<file path="src/shared/filt_pkg.sv">
// Shared constants for the threshold debounce filter block
package filt_pkg;
  // ----------------------------------------------------------------
  // Datapaths and widths
  // ----------------------------------------------------------------
  localparam int NUM_PATHS = 4;
  localparam int SAMPLE_W = 8;
  localparam int ADDR_W = 12;
  localparam int DATA_W = 16;
  localparam int LEN_W = 13;
  // ----------------------------------------------------------------
  // Register offsets and reset values
  // ----------------------------------------------------------------
  localparam logic [11:0] BINARY_FILTER_CONFIG_ADDR = 12'h007;
  localparam logic [11:0] WARN_A_FILTER_ADDR = 12'h008;
  localparam logic [11:0] WARN_B_FILTER_ADDR = 12'h009;
  localparam logic [11:0] WARN_C_FILTER_ADDR = 12'h00a;
  localparam logic [15:0] BINARY_FILTER_CONFIG_RESET = 16'h0096;
  localparam logic [15:0] WARN_FILTER_RESET = 16'h80fa;
  // ----------------------------------------------------------------
  // Field layout
  // ----------------------------------------------------------------
  localparam int ENABLE_BIT = 15;
  localparam int UPDOWN_BIT = 14;
  localparam int LENGTH_MSB = 12;
  localparam int LENGTH_LSB = 0;
  localparam logic [15:0] WRITE_MASK = 16'hdfff;
  // ----------------------------------------------------------------
  // Timing
  // ----------------------------------------------------------------
  localparam int CLOCK_KHZ = 20000;
  localparam int STEP_US = 20;
  localparam int STEP_CYCLES = (STEP_US * CLOCK_KHZ + 999) / 1000;
endpackage

</file>
<file path="src/hysteresis_comparator.sv">
// Hysteretic threshold comparator ahead of one debounce filter
`timescale 1ns/100ps
module hysteresis_comparator #(
  parameter int W = 8
) (
  // Clock and reset
  input wire logic clock_i,
  input wire logic reset_i,
  // Sample and thresholds
  input wire logic [W-1:0] sample_i,
  input wire logic sample_valid_i,
  input wire logic [W-1:0] high_i,
  input wire logic [W-1:0] low_i,
  input wire logic enable_i,
  // Result
  output logic compare_o
);
  typedef struct packed {
    logic out;
  } state_t;
  state_t st_r;
  state_t st_nxt;

  if (W < 1) begin : g_chk_w
    $error("Comparator width must be positive");
  end

  always_comb begin
    st_nxt = st_r;
    if (!enable_i) begin
      st_nxt.out = 1'b0;
    end else if (sample_valid_i) begin
      if (sample_i > high_i) begin
        st_nxt.out = 1'b1;
      end else if (sample_i <= low_i) begin
        st_nxt.out = 1'b0;
      end
    end
  end

  always_ff @(posedge clock_i) begin
    if (reset_i) begin
      st_r <= '0;
    end else begin
      st_r <= st_nxt;
    end
  end

  assign compare_o = st_r.out;
endmodule

</file>
<file path="src/debounce_filter.sv">
// Debounce filter with up/clear and up/down counting
`timescale 1ns/100ps
module debounce_filter #(
  parameter int LEN_W = 13
) (
  // Clock and reset
  input wire logic clock_i,
  input wire logic reset_i,
  // Control
  input wire logic step_i,
  input wire logic [LEN_W-1:0] length_i,
  input wire logic updown_i,
  // Data
  input wire logic in_i,
  output logic out_o
);
  typedef struct packed {
    logic out;
    logic [LEN_W-1:0] count;
  } state_t;
  state_t st_r;
  state_t st_nxt;
  logic [LEN_W:0] count_inc;

  if (LEN_W < 1) begin : g_chk_len
    $error("Filter length width must be positive");
  end

  assign count_inc = {1'b0, st_r.count} + {{LEN_W{1'b0}}, 1'b1};

  always_comb begin
    st_nxt = st_r;
    if (length_i == '0) begin
      st_nxt.out = in_i;
      st_nxt.count = '0;
    end else if (step_i) begin
      if (in_i != st_r.out) begin
        if (count_inc >= {1'b0, length_i}) begin
          st_nxt.out = in_i;
          st_nxt.count = '0;
        end else begin
          st_nxt.count = count_inc[LEN_W-1:0];
        end
      end else if (updown_i) begin
        if (st_r.count != '0) begin
          st_nxt.count = st_r.count - 1'b1;
        end
      end else begin
        st_nxt.count = '0;
      end
    end
  end

  always_ff @(posedge clock_i) begin
    if (reset_i) begin
      st_r <= '0;
    end else begin
      st_r <= st_nxt;
    end
  end

  // Bypass is combinational so a zero length adds no latency
  assign out_o = (length_i == '0) ? in_i : st_r.out;
endmodule

</file>
<file path="src/threshold_debounce_filters.sv">
// Binary and warning comparator datapaths with debounce filters
`timescale 1ns/100ps
// Overview of operation
// - Binary path disabled forces its comparator output low.
// - Binary path enable bit reads zero after reset.
// - Mode bit set gives up/down counting, clear gives up/clear.
// - A 13-bit length field counts filter time in 20 us steps.
// - In up/clear mode, pulses shorter than the programmed length leave the output unchanged.
// - Zero length bypasses the filter with no added latency.
// - Three warning paths reset enabled, up/clear, length 0xfa.
// - Binary configuration resets disabled, up/clear, length 0x96.
// - Comparator sets above high threshold, clears at or below low.
// - A rising filtered warning output raises an event pulse.
module threshold_debounce_filters
  import filt_pkg::*;
#(
  parameter int STEP_TICKS = filt_pkg::STEP_CYCLES
) (
  // Clock and reset
  input wire logic CLOCK_I,
  input wire logic RESET_I,
  // Register port
  input wire logic [filt_pkg::ADDR_W-1:0] REG_ADDR_I,
  input wire logic [filt_pkg::DATA_W-1:0] REG_WDATA_I,
  input wire logic REG_WRITE_I,
  input wire logic REG_READ_I,
  output logic [filt_pkg::DATA_W-1:0] REG_RDATA_O,
  output logic REG_RVALID_O,
  // ADC samples and per-path thresholds
  input wire logic [filt_pkg::SAMPLE_W-1:0] SAMPLE_I,
  input wire logic SAMPLE_VALID_I,
  input wire logic [filt_pkg::NUM_PATHS-1:0][filt_pkg::SAMPLE_W-1:0]
    THRESH_HIGH_I,
  input wire logic [filt_pkg::NUM_PATHS-1:0][filt_pkg::SAMPLE_W-1:0]
    THRESH_LOW_I,
  // Filtered outputs
  output logic DIGITAL_STATE_OUTPUT_O,
  output logic WARNING_A_COMPARATOR_O,
  output logic WARNING_B_COMPARATOR_O,
  output logic WARNING_C_COMPARATOR_O,
  // Warning rise events
  output logic [filt_pkg::NUM_PATHS-2:0] WARNING_EVENT_O
);
  import filt_pkg::*;

  // ----------------------------------------------------------------
  // Local types and constants
  // ----------------------------------------------------------------
  localparam int TW = (STEP_TICKS > 1) ? $clog2(STEP_TICKS) : 1;
  localparam int NW = NUM_PATHS - 1;
  localparam int TICK_GAP = STEP_TICKS;
  localparam logic [TW-1:0] TICK_LAST = TW'(STEP_TICKS - 1);

  typedef struct packed {
    logic [NUM_PATHS-1:0][DATA_W-1:0] cfg;
    logic [TW-1:0] tick_cnt;
    logic tick;
    logic [DATA_W-1:0] rdata;
    logic rvalid;
    logic [NW-1:0] warn_prev;
    logic [NW-1:0] warn_event;
  } state_t;

  state_t st_r;
  state_t st_nxt;

  logic [NUM_PATHS-1:0] path_enable;
  logic [NUM_PATHS-1:0] path_updown;
  logic [NUM_PATHS-1:0][LEN_W-1:0] path_length;
  logic [NUM_PATHS-1:0] cmp_out;
  logic [NUM_PATHS-1:0] filt_out;
  logic addr_hit;
  logic [1:0] addr_idx;

  // ----------------------------------------------------------------
  // Parameter checks
  // ----------------------------------------------------------------
  if (STEP_TICKS < 1) begin : g_chk_step
    $error("STEP_TICKS must be at least one cycle");
  end
  if (NUM_PATHS != 4) begin : g_chk_paths
    $error("Register map serves exactly four datapaths");
  end
  // Step period check unrolls the gap, so keep it within range
  if (STEP_TICKS > 1000) begin : g_chk_step_max
    $error("STEP_TICKS above the checkable range of 1000");
  end
  if (LENGTH_MSB - LENGTH_LSB + 1 != LEN_W) begin : g_chk_len
    $error("Length field does not match the filter counter");
  end
  if (ENABLE_BIT >= DATA_W || UPDOWN_BIT >= DATA_W) begin : g_chk_bits
    $error("Control bits lie outside the register word");
  end

  // ----------------------------------------------------------------
  // Address decode
  // ----------------------------------------------------------------
  always_comb begin
    addr_hit = 1'b1;
    addr_idx = 2'h0;
    unique case (REG_ADDR_I)
      BINARY_FILTER_CONFIG_ADDR: addr_idx = 2'h0;
      WARN_A_FILTER_ADDR: addr_idx = 2'h1;
      WARN_B_FILTER_ADDR: addr_idx = 2'h2;
      WARN_C_FILTER_ADDR: addr_idx = 2'h3;
      default: addr_hit = 1'b0;
    endcase
  end

  // ----------------------------------------------------------------
  // Next state
  // ----------------------------------------------------------------
  always_comb begin
    st_nxt = st_r;
    // Reserved bit is never stored, so it always reads zero
    if (REG_WRITE_I && addr_hit) begin
      st_nxt.cfg[addr_idx] = REG_WDATA_I & WRITE_MASK;
    end
    // One step strobe per 20 us shared by all filters
    if (st_r.tick_cnt == TICK_LAST) begin
      st_nxt.tick_cnt = '0;
      st_nxt.tick = 1'b1;
    end else begin
      st_nxt.tick_cnt = st_r.tick_cnt + 1'b1;
      st_nxt.tick = 1'b0;
    end
    st_nxt.rvalid = REG_READ_I;
    if (REG_READ_I) begin
      st_nxt.rdata = addr_hit ? st_r.cfg[addr_idx] : '0;
    end
    // Event is one cycle behind the rise of the filtered output
    st_nxt.warn_prev = filt_out[NUM_PATHS-1:1];
    st_nxt.warn_event = filt_out[NUM_PATHS-1:1] & ~st_r.warn_prev;
  end

  // ----------------------------------------------------------------
  // State register
  // ----------------------------------------------------------------
  always_ff @(posedge CLOCK_I) begin
    if (RESET_I) begin
      st_r <= '0;
      st_r.cfg[0] <= BINARY_FILTER_CONFIG_RESET;
      st_r.cfg[1] <= WARN_FILTER_RESET;
      st_r.cfg[2] <= WARN_FILTER_RESET;
      st_r.cfg[3] <= WARN_FILTER_RESET;
    end else begin
      st_r <= st_nxt;
    end
  end

  // ----------------------------------------------------------------
  // Datapaths
  // ----------------------------------------------------------------
  // One shared step strobe keeps all four filters in phase
  for (genvar p = 0; p < NUM_PATHS; p++) begin : g_path
    assign path_enable[p] = st_r.cfg[p][ENABLE_BIT];
    assign path_updown[p] = st_r.cfg[p][UPDOWN_BIT];
    assign path_length[p] = st_r.cfg[p][LENGTH_MSB:LENGTH_LSB];

    hysteresis_comparator #(
      .W(SAMPLE_W)
    ) u_cmp (
      .clock_i(CLOCK_I),
      .reset_i(RESET_I),
      .sample_i(SAMPLE_I),
      .sample_valid_i(SAMPLE_VALID_I),
      .high_i(THRESH_HIGH_I[p]),
      .low_i(THRESH_LOW_I[p]),
      .enable_i(path_enable[p]),
      .compare_o(cmp_out[p])
    );

    debounce_filter #(
      .LEN_W(LEN_W)
    ) u_flt (
      .clock_i(CLOCK_I),
      .reset_i(RESET_I),
      .step_i(st_r.tick),
      .length_i(path_length[p]),
      .updown_i(path_updown[p]),
      .in_i(cmp_out[p]),
      .out_o(filt_out[p])
    );
  end

  // ----------------------------------------------------------------
  // Outputs
  // ----------------------------------------------------------------
  assign DIGITAL_STATE_OUTPUT_O = filt_out[0];
  assign WARNING_A_COMPARATOR_O = filt_out[1];
  assign WARNING_B_COMPARATOR_O = filt_out[2];
  assign WARNING_C_COMPARATOR_O = filt_out[3];
  assign WARNING_EVENT_O = st_r.warn_event;
  assign REG_RDATA_O = st_r.rdata;
  assign REG_RVALID_O = st_r.rvalid;
endmodule

</file>
<file path="config.mk">
export PLATFORM = sky130hd
export DESIGN_NAME = threshold_debounce_filters
export DESIGN_NICKNAME = d
export VERILOG_FILES = /design/src/shared/filt_pkg.sv /design/src/hysteresis_comparator.sv /design/src/debounce_filter.sv /design/src/threshold_debounce_filters.sv
export SDC_FILE = /design/constraint.sdc
export NUM_CORES = 1
export LEC_CHECK = 0
export BUFFER_PORTS_ARGS = -buffer_cell sky130_fd_sc_hd__buf_4
export CORE_ASPECT_RATIO = 1.5
export CORE_UTILIZATION = 45
export DETAILED_ROUTE_END_ITERATION = 16
export GPL_TIMING_DRIVEN = 0
export PLACE_DENSITY_LB_ADDON = 0.25
export SYNTH_ARGS = -nofsm -noshare
export SYNTH_HDL_FRONTEND = slang
export SYNTH_SLANG_ARGS = --single-unit
</file>
<file path="constraint.sdc">
create_clock -name CLOCK_I -period 3.7 [get_ports CLOCK_I]
set_input_delay 0.185 -clock CLOCK_I [delete_from_list [all_inputs] [get_ports CLOCK_I]]
set_output_delay 0.185 -clock CLOCK_I [all_outputs]
set_load 0.05 [all_outputs]
</file>
==> key figures <==
Floorplan
  – Die Width: approximately 130 um
  – Die Outline Area: ~0.027 sq mm
  – Height of the chip: approximately 200 um
  – Starting density of the core: 46.0%
  – IO Count: 129
  – Core area: about 0.026 sq mm
  – Core Rows: 72

Synthesis
  – Warnings, synthesis: 0
  – Netlist cell types: 76
  – Proportion of synthesized chip area in sequential cells: 25.5%
  – Post-synthesis average cell area: around 7.7 sq um
  – Library cell occupying the most area in the post-synthesis netlist: sky130_fd_sc_hd__dfxtp_1
  – Commonest register cell after synthesis: sky130_fd_sc_hd__dfxtp_1
  – Most common cell in the netlist: sky130_fd_sc_hd__dfxtp_1
  – Synthesized netlist net count: 1786
  – Number of enable flip-flop cells after synthesis: 0
  – Dominant cells by area after synthesis: sky130_fd_sc_hd__dfxtp_1 26%, sky130_fd_sc_hd__ha_1 14%, sky130_fd_sc_hd__a21oi_1 4.8%, sky130_fd_sc_hd__inv_1 4.7%, sky130_fd_sc_hd__xnor2_1 3.9%
  – Synth Register Bits: roughly 150
  – Area share of the largest cell type after synthesis: ~26%
  – Netlist area before placement: between 0.01 and 0.015 sq mm
  – Most frequent cells after synthesis: 152 x sky130_fd_sc_hd__dfxtp_1, 149 x sky130_fd_sc_hd__inv_1, 129 x sky130_fd_sc_hd__ha_1
  – Synthesized instance count: about 1.6k
  – Proportion of synthesized flip-flops having asynchronous set or reset: 0%

Timing
  – Worst max-slew margin expressed relative to the limit: between 20% and 30%
  – Count of endpoints failing setup in the final report: 0
  – Post-layout worst setup margin: 206 ps
  – Worst setup skew after layout: between 10 and 15 ps
  – Final max-slew violation count: 0
  – Hold violation count in the final report: 0
  – Tcrit/Tclk final: a little over nine tenths
  – Unrepaired setup endpoints after global routing: false
  – Max Clock Freq: around 0.29 GHz
  – Slew of the pin with the lowest slew margin: 1040 ps
  – Accumulated negative setup slack: 0 ps
  – Post-route minimum period: approximately 3500 ps

Drt
  – Detailed router's first-iteration violation count: 849
  – Aggregate routed wire length: between 30000 and 40000 um
  – Remaining number of nets flagged by the antenna check after routing: 0
  – Average vias per placed instance: 5.82
  – Number of design rule violations left after detail routing: 0
  – Routed via count: 11.9k
  – Initial DRT Pass Iterations: 5
  – WL/cell: 18.2 um

Place
  – Dpl hpwl: ~29000 um
  – Minimum setup slack after placement: -318 ps
  – Routability congestion estimate: 0.930
  – Total of buffers placed on input and output ports: about 120

Global routing
  – Global-route wire length before repair: slightly below 60000 um
  – Antenna violations before repair: 0
  – GRT Overall Usage: 27.4%
  – Largest net degree at the start of global routing: 17
  – Residual overflow from global routing: 0
  – Via count of the first global-routing pass: 11.2k

Layout
  – Final Net Count: roughly 1.9k
  – Layout cells sized above 1: between 10% and 20%
  – Final standard cell utilization of the core: ~53%
  – Area delta synth->final: 16.2%
  – Antenna diode instance count: 0

Power
  – Internal power summed over all cells: around 2.7 mW
  – Fraction of power consumed by sequential logic: between 40% and 50%
  – Combinational cell fraction of total power: between 10 and 15%
  – Switching share of power: a little over a quarter
  – Net switching power of the design: 961 uW
  – Worst vdd ir: between 200 and 250 uV
  – Clock power frac: 44.5%
  – Pwr Density: roughly 260 mW/mm^2
  – P_leak: a little over 6 nW

Setup path
  – Arrival @ worst endpoint: 3840 ps
  – Setup crit end kind: flop
  – Crit Path Max Fanout: 10
  – Critical path type: reg2reg
  – Critical Path Start Type: flop
  – Required arrival time at the worst endpoint: 4050 ps

Clock network
  – CTS sink count: 152
  – Buffer depth of the longest clock path: 2
  – TritonCTS clock tree: built
  – Clock Tree Root: sky130_fd_sc_hd__clkbuf_16
  – Clock latency of the later-clocked register in the worst-skew pair: ~430 ps
  – H-tree level count: 4
  – Cts bufs inserted: 17
  – Clock input transition at the sequential cells of the worst setup and hold paths: 70 ps

Run
  – Max-cap violations: 0

Min path
  – Worst Hold Class: in2reg

Status
  – Outcome: completed
-- area by class of cell --
class,count,area (sq um)
plain buffers,105,513
repair buffers,126,946
multi-input cells,1140,7850
clock inverters,14,101
well taps,333,417
clock buffers,18,429
fillers,2531,12100
inverters,149,559
flip-flops and latches,152,3050
-- cells by family after synthesis --
| group | Yosys count | synth area share, % |
|---|---|---|
| buffers and inverters | 260 | 9.07 |
| DFF | 152 | 25.5 |
| xor gates and xnor gates | 76 | 5.58 |
| AOI/OAI and AO/OA | 349 | 18.8 |
| other | 1 | 0.0314 |
| muxes | 40 | 3.40 |
| adders and majority gates | 129 | 13.5 |
| and+or+nand+nor | 545 | 24.1 |
-- flip-flops by register name (all words and copies together), names as in the netlist --
signal	cells
REG_RVALID_O	1
st_r	13
path_enable	4
WARNING_EVENT_O	3
path_length	52
path_updown	4
g_path.u_flt.st_r	56
g_path.u_cmp.compare_o	4
REG_RDATA_O	15
-- placed cells by master (no fill, tap or decap), types with 7 or more instances in the layout --
| cell | count |
|---|---|
| sky130_fd_sc_hd__inv_1 | 149 |
| sky130_fd_sc_hd__dfxtp_1 | 148 |
| sky130_fd_sc_hd__buf_4 | 145 |
| sky130_fd_sc_hd__ha_1 | 129 |
| sky130_fd_sc_hd__nand2_1 | 122 |
| sky130_fd_sc_hd__a21oi_1 | 114 |
| sky130_fd_sc_hd__nor2_1 | 108 |
| sky130_fd_sc_hd__o21ai_0 | 63 |
| sky130_fd_sc_hd__clkbuf_1 | 59 |
| sky130_fd_sc_hd__nand3_1 | 59 |
| sky130_fd_sc_hd__xnor2_1 | 53 |
| sky130_fd_sc_hd__nand4_1 | 40 |
| sky130_fd_sc_hd__mux2i_1 | 36 |
| sky130_fd_sc_hd__nand2b_1 | 33 |
| sky130_fd_sc_hd__nor2b_1 | 28 |
| sky130_fd_sc_hd__nor3_1 | 27 |
| sky130_fd_sc_hd__xor2_1 | 23 |
| sky130_fd_sc_hd__buf_2 | 21 |
| sky130_fd_sc_hd__and3_1 | 20 |
| sky130_fd_sc_hd__o211ai_1 | 20 |
| sky130_fd_sc_hd__nor4_1 | 19 |
| sky130_fd_sc_hd__a211o_1 | 19 |
| sky130_fd_sc_hd__clkbuf_16 | 17 |
| sky130_fd_sc_hd__nand3b_1 | 16 |
| sky130_fd_sc_hd__a31oi_1 | 16 |
| sky130_fd_sc_hd__o22ai_1 | 14 |
| sky130_fd_sc_hd__o21a_1 | 11 |
| sky130_fd_sc_hd__a22o_1 | 11 |
| sky130_fd_sc_hd__and2_1 | 10 |
| sky130_fd_sc_hd__o21ai_1 | 10 |
| sky130_fd_sc_hd__or3_1 | 9 |
| sky130_fd_sc_hd__a21o_1 | 9 |
| sky130_fd_sc_hd__or4_1 | 8 |
| sky130_fd_sc_hd__a32oi_1 | 8 |
| sky130_fd_sc_hd__or2_2 | 7 |
-- worst paths after layout --
kind | to | from | cells past startpoint | slack [ps]
max | g_path[3].u_flt.st_r[7]$_SDFFE_PP0P_ | g_path[3].u_flt.st_r[3]$_SDFFE_PP0P_ | 14 | 210
min | path_enable[1]$_SDFFE_PP1P_ | REG_WDATA_I[15] | 2 | 20
max reg2reg | g_path[3].u_flt.st_r[7]$_SDFFE_PP0P_ | g_path[3].u_flt.st_r[3]$_SDFFE_PP0P_ | 14 | 210
min reg2reg | WARNING_EVENT_O[2]$_SDFF_PP0_ | st_r[5]$_SDFF_PP0_ | 1 | 390
-- layer usage --
layer  track usage [%]  routed length (um)
met1              31.4               14400
met5                 0                   0
met2              49.2               18600
met3              3.63                2310
met4              13.4                1770
-- repair_timing --
action,in CTS,in global routing
resized for setup,5,20
buffers inserted,0,2
pin swaps,1,1
cloned,0,0
endpoints found under the setup margin,15,44
hold buffers,0,0
-- power by group through the flow --
| stage | Clock (mW) | Combinational, mW | Sequential, mW |
|---|---|---|---|
| 3_5_place_dp | 0 | 0.362 | 1.69 |
| 4_1_cts | 1.63 | 0.364 | 1.65 |
| 6_report | 1.61 | 0.366 | 1.65 |
| 3_3_place_gp | 0 | 0.352 | 1.69 |
| 2_1_floorplan | 0 | 0.179 | 1.69 |
| 5_1_grt | 1.71 | 0.403 | 1.65 |
-- worst max-delay path: stages (launching register included) --
cell and delay, ps:
sky130_fd_sc_hd__dfxtp_1 310, sky130_fd_sc_hd__clkbuf_1 250, sky130_fd_sc_hd__nand2_1 130, sky130_fd_sc_hd__or2_2 300, sky130_fd_sc_hd__clkbuf_1 150, sky130_fd_sc_hd__nor2_1 140
sky130_fd_sc_hd__xor2_1 290, sky130_fd_sc_hd__ha_1 310, sky130_fd_sc_hd__a211o_1 300, sky130_fd_sc_hd__o211ai_1 80, sky130_fd_sc_hd__a21oi_1 120, sky130_fd_sc_hd__a2111oi_4 360
sky130_fd_sc_hd__buf_2 310, sky130_fd_sc_hd__nand4_1 130, sky130_fd_sc_hd__a31oi_1 220
-- through the flow --
step           hold slack [ps]  power, mW  area [sq um]  cells
2_1_floorplan              303       1.86         11900   1552
6_report                  19.6       3.63         13900   2037
3_3_place_gp               381       2.04         13300   2009
5_1_grt                   5.20       3.76         13900   2037
3_5_place_dp               382       2.05         13300   2009
4_1_cts                   3.46       3.64         13800   2039
Power figures use the tool's default switching activity.
